## src/verilog/rms_pkg.sv

```systemverilog
// Constants, register map and carrier types of the room mode and setpoint
// block. Shared by the top module and the float conversion modules.
package rms_pkg;

   // ------------------------------------------------------------------
   // Widths
   // ------------------------------------------------------------------
   localparam int ADDR_W = 6;
   localparam int DATA_W = 16;
   // Internal temperatures are signed hundredths of a kelvin.
   localparam int TEMP_W = 18;

   typedef logic signed [TEMP_W-1:0] rms_temp_t;
   typedef logic [DATA_W-1:0] rms_f16_t;

   // ------------------------------------------------------------------
   // Two-byte float layout
   // ------------------------------------------------------------------
   localparam int F16_SIGN_BIT = 15;
   localparam int F16_EXP_MSB = 14;
   localparam int F16_EXP_LSB = 11;
   localparam int F16_MANT_MSB = 10;
   localparam int F16_EXP_MAX = 15;
   localparam int MANT_MIN = -2048;
   localparam int MANT_MAX = 2047;

   // ------------------------------------------------------------------
   // Operating mode codes (objects 3 and 6)
   // ------------------------------------------------------------------
   localparam logic [1:0] MODE_COMFORT = 2'h0;
   localparam logic [1:0] MODE_STANDBY = 2'h1;
   localparam logic [1:0] MODE_NIGHT = 2'h2;
   localparam logic [1:0] MODE_PROTECT = 2'h3;

   // ------------------------------------------------------------------
   // Register map (word index on the plain register port)
   // ------------------------------------------------------------------
   localparam logic [ADDR_W-1:0] A_BASE = 6'h00;
   localparam logic [ADDR_W-1:0] A_OFFSET = 6'h01;
   localparam logic [ADDR_W-1:0] A_PRESET = 6'h03;
   localparam logic [ADDR_W-1:0] A_PRESENCE = 6'h04;
   localparam logic [ADDR_W-1:0] A_WINDOW = 6'h05;
   localparam logic [ADDR_W-1:0] A_CUR_MODE = 6'h06;
   localparam logic [ADDR_W-1:0] A_OFFSET_FB = 6'h0A;
   localparam logic [ADDR_W-1:0] A_CUR_SP = 6'h0B;
   localparam logic [ADDR_W-1:0] A_COOLING = 6'h0C;
   localparam logic [ADDR_W-1:0] A_STBY_RED = 6'h10;
   localparam logic [ADDR_W-1:0] A_NIGHT_RED = 6'h11;
   localparam logic [ADDR_W-1:0] A_FROST_SP = 6'h12;
   localparam logic [ADDR_W-1:0] A_DEAD_ZONE = 6'h13;
   localparam logic [ADDR_W-1:0] A_STBY_INC = 6'h14;
   localparam logic [ADDR_W-1:0] A_NIGHT_INC = 6'h15;
   localparam logic [ADDR_W-1:0] A_HEAT_SP = 6'h16;
   localparam logic [ADDR_W-1:0] A_MAX_OFS = 6'h17;
   localparam logic [ADDR_W-1:0] A_BASE_MIN = 6'h18;
   localparam logic [ADDR_W-1:0] A_BASE_MAX = 6'h19;

   // ------------------------------------------------------------------
   // Reset values, hundredths of a kelvin or degree
   // ------------------------------------------------------------------
   localparam logic [DATA_W-1:0] RST_BASE = 16'h0834;
   localparam logic [DATA_W-1:0] RST_STBY_RED = 16'h00C8;
   localparam logic [DATA_W-1:0] RST_NIGHT_RED = 16'h0190;
   localparam logic [DATA_W-1:0] RST_FROST_SP = 16'h02BC;
   localparam logic [DATA_W-1:0] RST_DEAD_ZONE = 16'h00C8;
   localparam logic [DATA_W-1:0] RST_STBY_INC = 16'h00C8;
   localparam logic [DATA_W-1:0] RST_NIGHT_INC = 16'h0190;
   localparam logic [DATA_W-1:0] RST_HEAT_SP = 16'h0DAC;
   localparam logic [DATA_W-1:0] RST_MAX_OFS = 16'h00C8;
   localparam logic [DATA_W-1:0] RST_BASE_MIN = 16'h03E8;
   localparam logic [DATA_W-1:0] RST_BASE_MAX = 16'h0BB8;

   // Configuration values, each signed hundredths.
   typedef struct packed {
      logic signed [DATA_W-1:0] stby_red;
      logic signed [DATA_W-1:0] night_red;
      logic signed [DATA_W-1:0] frost_sp;
      logic signed [DATA_W-1:0] dead_zone;
      logic signed [DATA_W-1:0] stby_inc;
      logic signed [DATA_W-1:0] night_inc;
      logic signed [DATA_W-1:0] heat_sp;
      logic signed [DATA_W-1:0] max_ofs;
      logic signed [DATA_W-1:0] base_min;
      logic signed [DATA_W-1:0] base_max;
   } rms_cfg_t;

endpackage

```

## src/verilog/rms_f16_dec.sv

```systemverilog
// Two-byte float to signed hundredths, combinational.
// Assumes the caller registers the result; saturates at the internal width.
module rms_f16_dec (
   input wire rms_pkg::rms_f16_t f16, // Two-byte float value
   output rms_pkg::rms_temp_t value // Signed hundredths, saturated
);

   logic signed [11:0] mant;
   logic [3:0] expo;
   logic signed [27:0] wide;

   // Float decode.
   always_comb begin
      mant = {f16[rms_pkg::F16_SIGN_BIT], f16[rms_pkg::F16_MANT_MSB:0]};
      expo = f16[rms_pkg::F16_EXP_MSB:rms_pkg::F16_EXP_LSB];
      wide = 28'(mant) <<< expo;
      if (wide > 28'sh001FFFF) begin
         value = 18'sh1FFFF;
      end else if (wide < -28'sh0020000) begin
         value = -18'sh20000;
      end else begin
         value = wide[rms_pkg::TEMP_W-1:0];
      end
   end

endmodule // rms_f16_dec

```

## src/verilog/rms_f16_enc.sv

```systemverilog
// Signed hundredths to two-byte float, combinational.
// Picks the smallest exponent whose mantissa fits; low bits are truncated.
module rms_f16_enc (
   input wire rms_pkg::rms_temp_t value, // Signed hundredths
   output rms_pkg::rms_f16_t f16 // Two-byte float value
);

   logic signed [rms_pkg::TEMP_W-1:0] shifted;
   logic [3:0] expo;
   logic found;

   // Float encode.
   always_comb begin
      shifted = value;
      expo = 4'h0;
      found = 1'b0;
      for (int e = 0; e <= rms_pkg::F16_EXP_MAX; e++) begin
         if (!found && (value >>> e) >= rms_pkg::MANT_MIN
             && (value >>> e) <= rms_pkg::MANT_MAX) begin
            found = 1'b1;
            expo = 4'(e);
            shifted = value >>> e;
         end
      end
      f16 = {shifted[11], expo, shifted[10:0]};
   end

endmodule // rms_f16_enc

```

## src/verilog/rms_mode_setpoint.sv

```systemverilog
// Room mode and setpoint logic for one channel: object registers, mode
// selection, setpoint formation, offset feedback.
// Assumes a register port master that keeps strobes one cycle long and
// never asserts read and write together; all inputs but arst_n are synchronous.
//
// Overview of operation
// Window forces protection, else presence forces comfort, else preset.
// Resulting mode is shown on its own output object.
// Heating comfort: base plus signed offset.
// Heating standby: base plus offset minus standby reduction.
// Base is comfort value and reference; night subtracts night reduction.
// Heating protection: frost setpoint, base and offset ignored.
// Cooling comfort: base plus offset plus dead zone.
// Cooling standby: additionally plus standby increase.
// Cooling night: additionally plus night increase.
// Cooling protection: heat protection setpoint.
// Sender writes the signed float differential to the offset object.
// Offset feedback is sent whenever the effective offset changes; in heating comfort the code sends only when the clamped shift changes.
// Received offset is limited to plus or minus the maximum offset.
// Each offset replaces the previous one, relative to the base.
// Base object starts from configuration and accepts writes anytime.
// Base writes outside the valid minimum and maximum are refused.
// Offset-adjusted setpoint is clamped to frost and heat setpoints.
// Floats: sign, 4-bit exponent, 11-bit mantissa, 0.01 scale.
// Mode and setpoint are recomputed the cycle after any change.
//
// Added by the designer: the address-and-strobe port and the address map.
module rms_mode_setpoint (
   input wire logic clk, // 10 MHz clock
   input wire logic arst_n, // Asynchronous reset, active low
   input wire logic [rms_pkg::ADDR_W-1:0] addr, // Register index
   input wire logic [rms_pkg::DATA_W-1:0] wdata, // Write data
   input wire logic wr, // Write strobe
   input wire logic rd, // Read strobe
   output logic [rms_pkg::DATA_W-1:0] rdata, // Read data, cycle after rd
   output logic [1:0] cur_mode, // Current operating mode object
   output rms_pkg::rms_f16_t cur_sp, // Current setpoint, float
   output rms_pkg::rms_f16_t offset_fb, // Offset feedback object, float
   output logic offset_fb_tx // One-cycle send pulse for feedback
);

   // ------------------------------------------------------------------
   // Helpers
   // ------------------------------------------------------------------
   function automatic rms_pkg::rms_temp_t limit(
      input rms_pkg::rms_temp_t v,
      input rms_pkg::rms_temp_t lo,
      input rms_pkg::rms_temp_t hi);
      rms_pkg::rms_temp_t r;
      r = v;
      if (v < lo) begin
         r = lo;
      end
      if (v > hi) begin
         r = hi;
      end
      return r;
   endfunction

   function automatic rms_pkg::rms_temp_t ext(
      input logic signed [rms_pkg::DATA_W-1:0] v);
      return rms_pkg::TEMP_W'(v);
   endfunction

   // ------------------------------------------------------------------
   // Object and configuration registers
   // ------------------------------------------------------------------
   rms_pkg::rms_temp_t base_reg;
   rms_pkg::rms_temp_t offset_req_reg;
   logic [1:0] preset_reg;
   logic presence_reg;
   logic window_reg;
   logic cooling_reg;
   rms_pkg::rms_cfg_t cfg_reg;

   rms_pkg::rms_temp_t wdata_val;
   rms_pkg::rms_temp_t base_min;
   rms_pkg::rms_temp_t base_max;
   logic base_ok;

   rms_f16_dec u_dec (
      .f16(wdata),
      .value(wdata_val)
   );

   assign base_min = ext(cfg_reg.base_min);
   assign base_max = ext(cfg_reg.base_max);
   assign base_ok = (wdata_val >= base_min) && (wdata_val <= base_max);

   // Base object writes.
   always_ff @(posedge clk or negedge arst_n) begin
      if (!arst_n) begin
         base_reg <= rms_pkg::TEMP_W'(signed'(rms_pkg::RST_BASE));
      end else if (wr && addr == rms_pkg::A_BASE) begin
         // Range check on base.
         if (base_ok) begin
            base_reg <= wdata_val;
         end
      end
   end

   // Offset replaces previous.
   always_ff @(posedge clk or negedge arst_n) begin
      if (!arst_n) begin
         offset_req_reg <= '0;
      end else if (wr && addr == rms_pkg::A_OFFSET) begin
         offset_req_reg <= wdata_val;
      end
   end

   always_ff @(posedge clk or negedge arst_n) begin
      if (!arst_n) begin
         preset_reg <= rms_pkg::MODE_COMFORT;
         presence_reg <= 1'b0;
         window_reg <= 1'b0;
         cooling_reg <= 1'b0;
      end else if (wr) begin
         case (addr)
            rms_pkg::A_PRESET: preset_reg <= wdata[1:0];
            rms_pkg::A_PRESENCE: presence_reg <= wdata[0];
            rms_pkg::A_WINDOW: window_reg <= wdata[0];
            rms_pkg::A_COOLING: cooling_reg <= wdata[0];
            default: begin
            end
         endcase
      end
   end

   always_ff @(posedge clk or negedge arst_n) begin
      if (!arst_n) begin
         cfg_reg.stby_red <= rms_pkg::RST_STBY_RED;
         cfg_reg.night_red <= rms_pkg::RST_NIGHT_RED;
         cfg_reg.frost_sp <= rms_pkg::RST_FROST_SP;
         cfg_reg.dead_zone <= rms_pkg::RST_DEAD_ZONE;
         cfg_reg.stby_inc <= rms_pkg::RST_STBY_INC;
         cfg_reg.night_inc <= rms_pkg::RST_NIGHT_INC;
         cfg_reg.heat_sp <= rms_pkg::RST_HEAT_SP;
         cfg_reg.max_ofs <= rms_pkg::RST_MAX_OFS;
         cfg_reg.base_min <= rms_pkg::RST_BASE_MIN;
         cfg_reg.base_max <= rms_pkg::RST_BASE_MAX;
      end else if (wr) begin
         case (addr)
            rms_pkg::A_STBY_RED: cfg_reg.stby_red <= wdata;
            rms_pkg::A_NIGHT_RED: cfg_reg.night_red <= wdata;
            rms_pkg::A_FROST_SP: cfg_reg.frost_sp <= wdata;
            rms_pkg::A_DEAD_ZONE: cfg_reg.dead_zone <= wdata;
            rms_pkg::A_STBY_INC: cfg_reg.stby_inc <= wdata;
            rms_pkg::A_NIGHT_INC: cfg_reg.night_inc <= wdata;
            rms_pkg::A_HEAT_SP: cfg_reg.heat_sp <= wdata;
            rms_pkg::A_MAX_OFS: cfg_reg.max_ofs <= wdata;
            rms_pkg::A_BASE_MIN: cfg_reg.base_min <= wdata;
            rms_pkg::A_BASE_MAX: cfg_reg.base_max <= wdata;
            default: begin
            end
         endcase
      end
   end

   // ------------------------------------------------------------------
   // Mode selection
   // ------------------------------------------------------------------
   logic [1:0] mode_next;

   // Mode priority.
   always_comb begin
      if (window_reg) begin
         mode_next = rms_pkg::MODE_PROTECT;
      end else if (presence_reg) begin
         mode_next = rms_pkg::MODE_COMFORT;
      end else begin
         mode_next = preset_reg;
      end
   end

   // ------------------------------------------------------------------
   // Setpoint formation
   // ------------------------------------------------------------------
   rms_pkg::rms_temp_t max_ofs;
   rms_pkg::rms_temp_t eff_ofs;
   rms_pkg::rms_temp_t adj;
   rms_pkg::rms_temp_t sp_raw;
   rms_pkg::rms_temp_t frost_sp;
   rms_pkg::rms_temp_t heat_sp;
   rms_pkg::rms_temp_t sp_next;

   assign max_ofs = ext(cfg_reg.max_ofs);
   assign frost_sp = ext(cfg_reg.frost_sp);
   assign heat_sp = ext(cfg_reg.heat_sp);

   // Offset limiting.
   assign eff_ofs = limit(offset_req_reg, -max_ofs, max_ofs);

   // Only the mode dependent shift is selected here, so base and offset
   // enter a single adder whatever the mode.
   always_comb begin
      adj = '0;
      if (cooling_reg) begin
         case (mode_next)
            // Cooling comfort shift.
            rms_pkg::MODE_COMFORT: adj = ext(cfg_reg.dead_zone);
            // Cooling standby shift.
            rms_pkg::MODE_STANDBY:
               adj = ext(cfg_reg.dead_zone) + ext(cfg_reg.stby_inc);
            // Cooling night shift.
            rms_pkg::MODE_NIGHT:
               adj = ext(cfg_reg.dead_zone) + ext(cfg_reg.night_inc);
            default: adj = '0;
         endcase
      end else begin
         case (mode_next)
            // Heating comfort shift.
            rms_pkg::MODE_COMFORT: adj = '0;
            // Heating standby reduction.
            rms_pkg::MODE_STANDBY: adj = -ext(cfg_reg.stby_red);
            // Night reduction.
            rms_pkg::MODE_NIGHT: adj = -ext(cfg_reg.night_red);
            default: adj = '0;
         endcase
      end
   end

   // Base as reference.
   assign sp_raw = base_reg + eff_ofs + adj;

   always_comb begin
      if (mode_next == rms_pkg::MODE_PROTECT) begin
         // Cooling protection setpoint.
         if (cooling_reg) begin
            sp_next = heat_sp;
         end else begin
            // Frost protection setpoint.
            sp_next = frost_sp;
         end
      end else begin
         // Safety limits.
         sp_next = limit(sp_raw, frost_sp, heat_sp);
      end
   end

   // ------------------------------------------------------------------
   // Output registers
   // ------------------------------------------------------------------
   rms_pkg::rms_f16_t sp_f16;
   rms_pkg::rms_f16_t fb_f16;
   rms_pkg::rms_temp_t fb_val;
   rms_pkg::rms_temp_t fb_last_reg;

   // In heating comfort, feedback is the shift that the offset really caused, so a safety
   // clamp is reported as well as the offset limit; in other modes it is the limited offset.
   assign fb_val = (mode_next == rms_pkg::MODE_COMFORT && !cooling_reg)
                   ? limit(base_reg + eff_ofs, frost_sp, heat_sp) - base_reg
                   : eff_ofs;

   rms_f16_enc u_enc_sp (
      .value(sp_next),
      .f16(sp_f16)
   );

   rms_f16_enc u_enc_fb (
      .value(fb_val),
      .f16(fb_f16)
   );

   // One-cycle recompute.
   always_ff @(posedge clk or negedge arst_n) begin
      if (!arst_n) begin
         cur_mode <= rms_pkg::MODE_COMFORT;
         cur_sp <= '0;
      end else begin
         // Mode output object.
         cur_mode <= mode_next;
         cur_sp <= sp_f16;
      end
   end

   // Feedback on change.
   always_ff @(posedge clk or negedge arst_n) begin
      if (!arst_n) begin
         fb_last_reg <= '0;
         offset_fb <= '0;
         offset_fb_tx <= 1'b0;
      end else begin
         offset_fb_tx <= (fb_val != fb_last_reg);
         if (fb_val != fb_last_reg) begin
            fb_last_reg <= fb_val;
            offset_fb <= fb_f16;
         end
      end
   end

   // ------------------------------------------------------------------
   // Register read port
   // ------------------------------------------------------------------
   logic [rms_pkg::DATA_W-1:0] rd_mux;
   rms_pkg::rms_f16_t base_f16;
   rms_pkg::rms_f16_t ofs_f16;

   rms_f16_enc u_enc_base (
      .value(base_reg),
      .f16(base_f16)
   );

   rms_f16_enc u_enc_ofs (
      .value(eff_ofs),
      .f16(ofs_f16)
   );

   always_comb begin
      case (addr)
         rms_pkg::A_BASE: rd_mux = base_f16;
         rms_pkg::A_OFFSET: rd_mux = ofs_f16;
         rms_pkg::A_PRESET: rd_mux = {14'h0000, preset_reg};
         rms_pkg::A_PRESENCE: rd_mux = {15'h0000, presence_reg};
         rms_pkg::A_WINDOW: rd_mux = {15'h0000, window_reg};
         rms_pkg::A_CUR_MODE: rd_mux = {14'h0000, cur_mode};
         rms_pkg::A_OFFSET_FB: rd_mux = offset_fb;
         rms_pkg::A_CUR_SP: rd_mux = cur_sp;
         rms_pkg::A_COOLING: rd_mux = {15'h0000, cooling_reg};
         rms_pkg::A_STBY_RED: rd_mux = cfg_reg.stby_red;
         rms_pkg::A_NIGHT_RED: rd_mux = cfg_reg.night_red;
         rms_pkg::A_FROST_SP: rd_mux = cfg_reg.frost_sp;
         rms_pkg::A_DEAD_ZONE: rd_mux = cfg_reg.dead_zone;
         rms_pkg::A_STBY_INC: rd_mux = cfg_reg.stby_inc;
         rms_pkg::A_NIGHT_INC: rd_mux = cfg_reg.night_inc;
         rms_pkg::A_HEAT_SP: rd_mux = cfg_reg.heat_sp;
         rms_pkg::A_MAX_OFS: rd_mux = cfg_reg.max_ofs;
         rms_pkg::A_BASE_MIN: rd_mux = cfg_reg.base_min;
         rms_pkg::A_BASE_MAX: rd_mux = cfg_reg.base_max;
         default: rd_mux = 16'h0000;
      endcase
   end

   // Read data stand only in the cycle after the strobe.
   always_ff @(posedge clk or negedge arst_n) begin
      if (!arst_n) begin
         rdata <= 16'h0000;
      end else if (rd) begin
         rdata <= rd_mux;
      end else begin
         rdata <= 16'h0000;
      end
   end

endmodule // rms_mode_setpoint

```

## config.mk

```make
export PLATFORM = sky130hd
export DESIGN_NAME = rms_mode_setpoint
export DESIGN_NICKNAME = d
export VERILOG_FILES = /design/src/verilog/rms_pkg.sv /design/src/verilog/rms_f16_dec.sv /design/src/verilog/rms_f16_enc.sv /design/src/verilog/rms_mode_setpoint.sv
export SDC_FILE = /design/constraint.sdc
export NUM_CORES = 1
export LEC_CHECK = 0
export BUFFER_PORTS_ARGS = -buffer_cell sky130_fd_sc_hd__buf_2
export CAP_MARGIN = 25
export CORE_MARGIN = 10
export CORE_UTILIZATION = 41
export CTS_CLUSTER_DIAMETER = 120
export CTS_CLUSTER_SIZE = 30
export DETAILED_ROUTE_END_ITERATION = 6
export PLACE_DENSITY = 0.67
export REMOVE_ABC_BUFFERS = 1
export SYNTH_ARGS = -nofsm -noshare
export SYNTH_HDL_FRONTEND = slang
export SYNTH_HIERARCHICAL = 1
export SYNTH_SLANG_ARGS = --single-unit
```

## constraint.sdc

```tcl
create_clock -name clk -period 13 [get_ports clk]
set_input_delay 3.9 -clock clk [delete_from_list [all_inputs] [get_ports clk]]
set_output_delay 3.9 -clock clk [all_outputs]
set_load 0.1 [all_outputs]
```

==> run metrics, run 1 <==
GRT Util Overall=26.0%; clock slew at reported path FFs=0.12 ns; setup violators final=0; DR pass1 iterations=6; initial antenna violation count=4; Clock Skew=0.0367 ns; Seq/Total Area, Yosys=25.5%; critical path class=reg2reg; multi-input combinational cell area=18400 um^2; synth cell count leaders=ha_1, mux2_2, dfrtp_1; crit-path max cell delay=0.83 ns; max cap viols=0; I/O pin cnt=77; Worst Hold Slack=0.503 ns; number of synthesized flops with an enable pin=0; Yosys top cell by area=dfrtp_1; Mean Syn Cell Area=8.85 um^2; via count=24876; max reg flops=128; DRC=0; CTS Hold Bufs=0; max-slew violations=0; ANT nets after route=0; Total Wirelength=102000 um; vias in the first global route=22895; Top delay family on crit path=compound AO/OA/AOI/OAI gates; Period Utilization, post-route=95.0%; Die W=275 um; GPL Wtd Cong=1.07; clock sink count=270; CP arrival=12.78 ns; actual slew at the worst max-slew pin=1.10 ns; GR Util met3=6.12%; CP Data Required Time=13.43 ns; Skew-Pair Late Insertion Delay=0.56 ns; CP max stage cell=dfrtp_1; vias per cell=6.42; Max Fanout on Critical Path=10; yosys warns=6; # port buffers=76; synth unique cells=105; status=finished, final reports clean; largest net degree at the start of global routing=107; Final nets=3269; core footprint=64500 um^2; first-pass GRT wire length=151000 um; clock root cell=clkbuf_16; TritonCTS clock tree=built; met1 global-route usage=35.5%; Final HPWL DP=77600 um; Yosys reg bits=270; layout cell share with drive strength beyond 1=19.7%; Synth Flop Type=dfrtp_1; WP buf/inv=4; crit path capture type=flop; Routed wire per std cell=26.4 um; CTS buffer count=14; Area contributors post-synth=dfrtp_1, ha_1, mux2_2; Clock Path Buffers=3; Post-synth ARST share=100%; f_max=81.0 MHz; number of placement rows=93; antenna cells=0; met2 Use GR=38.6%; # H-tree levels=1; TNS Setup=0 ns; cells after synthesis=3019; 1st-iter DRT viols=3377; Mapped Area=26700 um^2; post-synth top area share=20.8%; Reg area=6820 um^2; Startpoint Class=flop; number of hold violations in the final report=0; initial core utilization=41.5%; post-synthesis to final-layout area growth=6.51%; Tmin final=12.35 ns; Hold Path Class=reg2reg; DIE AREA=75800 um^2; Die Height=275 um; final-layout fill cell count=6344; grt peak-use layer=met2; relative slew slack=26.3%; global route overflow=0
## cell usage in the layout, fill, tap and decap left out, types with 16 or more instances in the layout
cell,count
a211o_1,29
a211oi_1,37
a21o_1,50
a21oi_1,154
a21oi_2,19
a221oi_1,33
a22o_1,16
a22oi_1,37
a31oi_1,40
and2_1,40
and3_1,16
buf_2,75
buf_4,86
dfrtp_1,222
dfstp_2,48
ha_1,229
inv_1,172
mux2_2,229
mux2i_1,118
nand2_1,204
nand2b_1,23
nand3_1,74
nand4_1,27
nor2_1,195
nor2b_1,36
nor3_1,40
o211ai_1,18
o21a_1,33
o21ai_0,182
o22ai_1,46
or2_2,17
or3_1,19
xnor2_1,79
xor2_1,26
## cell families (layout without fill, tap and decap cells)
logic type / Yosys count / in the layout / synth area share, %
other cells: 4 / 4 / 0.0562
xor+xnor: 108 / 108 / 3.54
compound gates: 895 / 895 / 23.5
buf+inv: 363 / 362 / 6.26
mux: 370 / 370 / 15.3
fa+ha+maj: 233 / 233 / 11.0
simple gates: 776 / 776 / 14.8
flops: 270 / 270 / 25.5
## stage by stage
stage               std cells  util (%)  area, um^2  setup WS, ns
floorplan                2830         -       25700         0.779
global placement         3846      43.2       27800         0.479
detailed placement       3846      43.2       27800        0.0990
CTS                      3870      43.9       28300        0.0409
global route             3873      44.2       28500       -0.0720
finish                   3873      44.2       28500         0.649
## worst min-delay path, delay by kind of cell, from the launching register on
| family | cells | cell delay, ns |
|---|---|---|
| DFF | 1 | 0.37 |
| and+or+nand+nor | 1 | 0.05 |
| AOI/OAI and AO/OA | 1 | 0.06 |
## path summary, 6_finish.rpt
| check | slack, ns | depth (start not counted) | to | start |
|---|---|---|---|---|
| min | 0.50 | 2 | offset_req_reg[0] | offset_req_reg[0] |
| max | 0.65 | 47 | offset_fb[10] | cfg_reg[43] |
| max in group asynchronous | 7.67 | 3 | cfg_reg[126] | arst_n |
| max reg2reg | 0.65 | 47 | offset_fb[10] | cfg_reg[43] |
| min in group asynchronous | 3.32 | 1 | offset_req_reg[15] | arst_n |
| min reg2reg | 0.50 | 2 | offset_req_reg[0] | offset_req_reg[0] |
## metal layers
layer / wire, um / vias up / share of wire (%)
met2: 42900 / 1400 / 42
li1: - / 11173 / -
met4: 5670 / 0 / 5.6
met5: 0 / - / 0
met3: 11400 / 257 / 11
met1: 42100 / 12046 / 41
## layout make-up
cell class	count	share of cell area [%]
Sequential cell	270	23.9
Inverter	174	2.29
Multi-Input combinational cell	2386	64.7
Clock inverter	5	0.308
Timing Repair Buffer	164	3.73
Tap cell	855	3.76
Clock buffer	19	1.30
## what timing repair did
action / CTS / global route
endpoints found under the setup margin: 0 / 32
gates resized for setup: 0 / 30
endpoints found under the hold margin: 0 / 0
buffers inserted: 0 / 2
Power of run 1 is not shown: default switching activity piles up to over one toggle a cycle in this logic, so the estimate is an artifact.
==> run 2, diff against run 1 <==
PLACE_DENSITY = 0.63   (was 0.67)
==> run 2 against run 1 <==
Clock-buffer cell count decreased by 2. Global-route usage increased by 1.4 points. Worst hold slack got worse by 0.0040 ns. Die area unchanged. Maximum frequency increased by 0.92%. Via count decreased by 0.10%. Clock skew decreased by 0.0019 ns. Critical path type unchanged.
==> run metrics, run 2 (synthesized netlist as in run 1, its figures left out) <==
status=finished, final reports clean; largest net degree at the start of global routing=71; crit path launch=cfg_reg[33]; GRT Util Overall=27.4%; critical path class=reg2reg; Routed wire per std cell=27.6 um; clock sink count=270; actual slew at the worst max-slew pin=1.07 ns; post-synthesis to final-layout area growth=6.92%; WP buf/inv=4; RSZ-0062 raised after global routing=false; TritonCTS clock tree=built; Place WS=0.112 ns; # port buffers=76; 1st-iter DRT viols=2747; Tmin final=12.24 ns; number of placement rows=93; Reg-to-Reg Start=cfg_reg[33]; CP Data Required Time=13.43 ns; crit-path max cell delay=0.47 ns; worst setup margin=0.762 ns; GPL Wtd Cong=1.01; max cap viols=0; DIE AREA=75800 um^2; CP max stage cell=fa_1; vias per cell=6.39; Clock Path Buffers=3; Max Fanout on Critical Path=33; core footprint=64500 um^2; Top delay family on crit path=compound AO/OA/AOI/OAI gates; hold_sp=offset_req_reg[0]; CTS buffer count=14; f_max=81.7 MHz; total setup buffers inserted after CTS=0; CP arrival=12.67 ns; I/O pin cnt=77; TNS Setup=0 ns; Clock Skew=0.0348 ns; Final nets=3282; crit path capture type=flop; Startpoint Class=flop; Final HPWL DP=82200 um; ANT nets after route=0; initial core utilization=41.5%; via count=24851; layout cell share with drive strength beyond 1=20.0%; Skew-Pair Late Insertion Delay=0.57 ns; Total Wirelength=107000 um; max-slew violations=0; Die W=275 um; first-pass GRT wire length=156000 um; # H-tree levels=1; clock slew at reported path FFs=0.12 ns; setup violators final=0; DRC=0; max reg flops=128; Hold Path Class=reg2reg; most frequent cells in the layout=mux2_2, ha_1, dfrtp_1; Crit path top cell by count=o21ai_0; relative slew slack=28.2%; global route overflow=0; DR pass1 iterations=7; Die Height=275 um; clock root cell=clkbuf_16; initial antenna violation count=5; R2R Setup Slk=0.76 ns; Period Utilization, post-route=94.1%; vias in the first global route=22885; number of hold violations in the final report=0
-- run 2: worst paths after layout --
path,end,cells after the start
setup / recovery,offset_fb[10],49
hold / removal,offset_req_reg[0],2
setup reg to reg,offset_fb[10],49
hold reg to reg,offset_req_reg[0],2
max in group asynchronous,cfg_reg[52],3
min in group asynchronous,offset_req_reg[15],1
-- run 2: repair_timing --
| item | 4_1_cts | 5_1_grt |
|---|---|---|
| gates resized for setup | 0 | 22 |
| endpoints found under the setup margin | 0 | 26 |
| hold buffers | 0 | 0 |
-- run 2: area by class of cell --
type	count	area (um^2)
inverters	174	653
well taps	855	1070
multi-input cells	2386	18400
clock buffers	17	382
flip-flops and latches	270	6820
diodes	2	5.00
repair buffers	177	1160
fillers	6381	35900
clock inverters	6	106
-- run 2: worst reg2reg max path: cells and delay by family (launching register included) --
kind | cells | cell delay [ns]
AOI/OAI and AO/OA | 25 | 5.69
xor gates and xnor gates | 2 | 0.35
adders and majority gates | 6 | 2.09
buffers and inverters | 4 | 0.68
DFF | 1 | 0.46
muxes | 3 | 1.06
and+or+nand+nor | 9 | 1.79
-- run 2: per-stage QoR --
| stage | utilization (%) | cells | hold slack [ns] | instance area, um^2 |
|---|---|---|---|---|
| 2_1_floorplan | - | 2830 | 0.450 | 25700 |
| 3_5_place_dp | 43.4 | 3861 | 0.470 | 28000 |
| 6_report | 44.3 | 3887 | 0.499 | 28600 |
| 5_1_grt | 44.3 | 3885 | 0.545 | 28600 |
| 3_3_place_gp | 43.4 | 3860 | 0.463 | 28000 |
| 4_1_cts | 44.1 | 3884 | 0.498 | 28500 |
-- run 2: metal layers --
layer,track usage [%],share of wire (%),up-vias,wire [um]
li1,-,-,11213,-
met1,36.7,42,12194,44800
met2,40.9,43,1207,45800
met3,6.29,9.7,231,10400
met4,13.5,5.9,6,6300
met5,0,0.036,-,39
Power of run 2 is left out for the same reason.
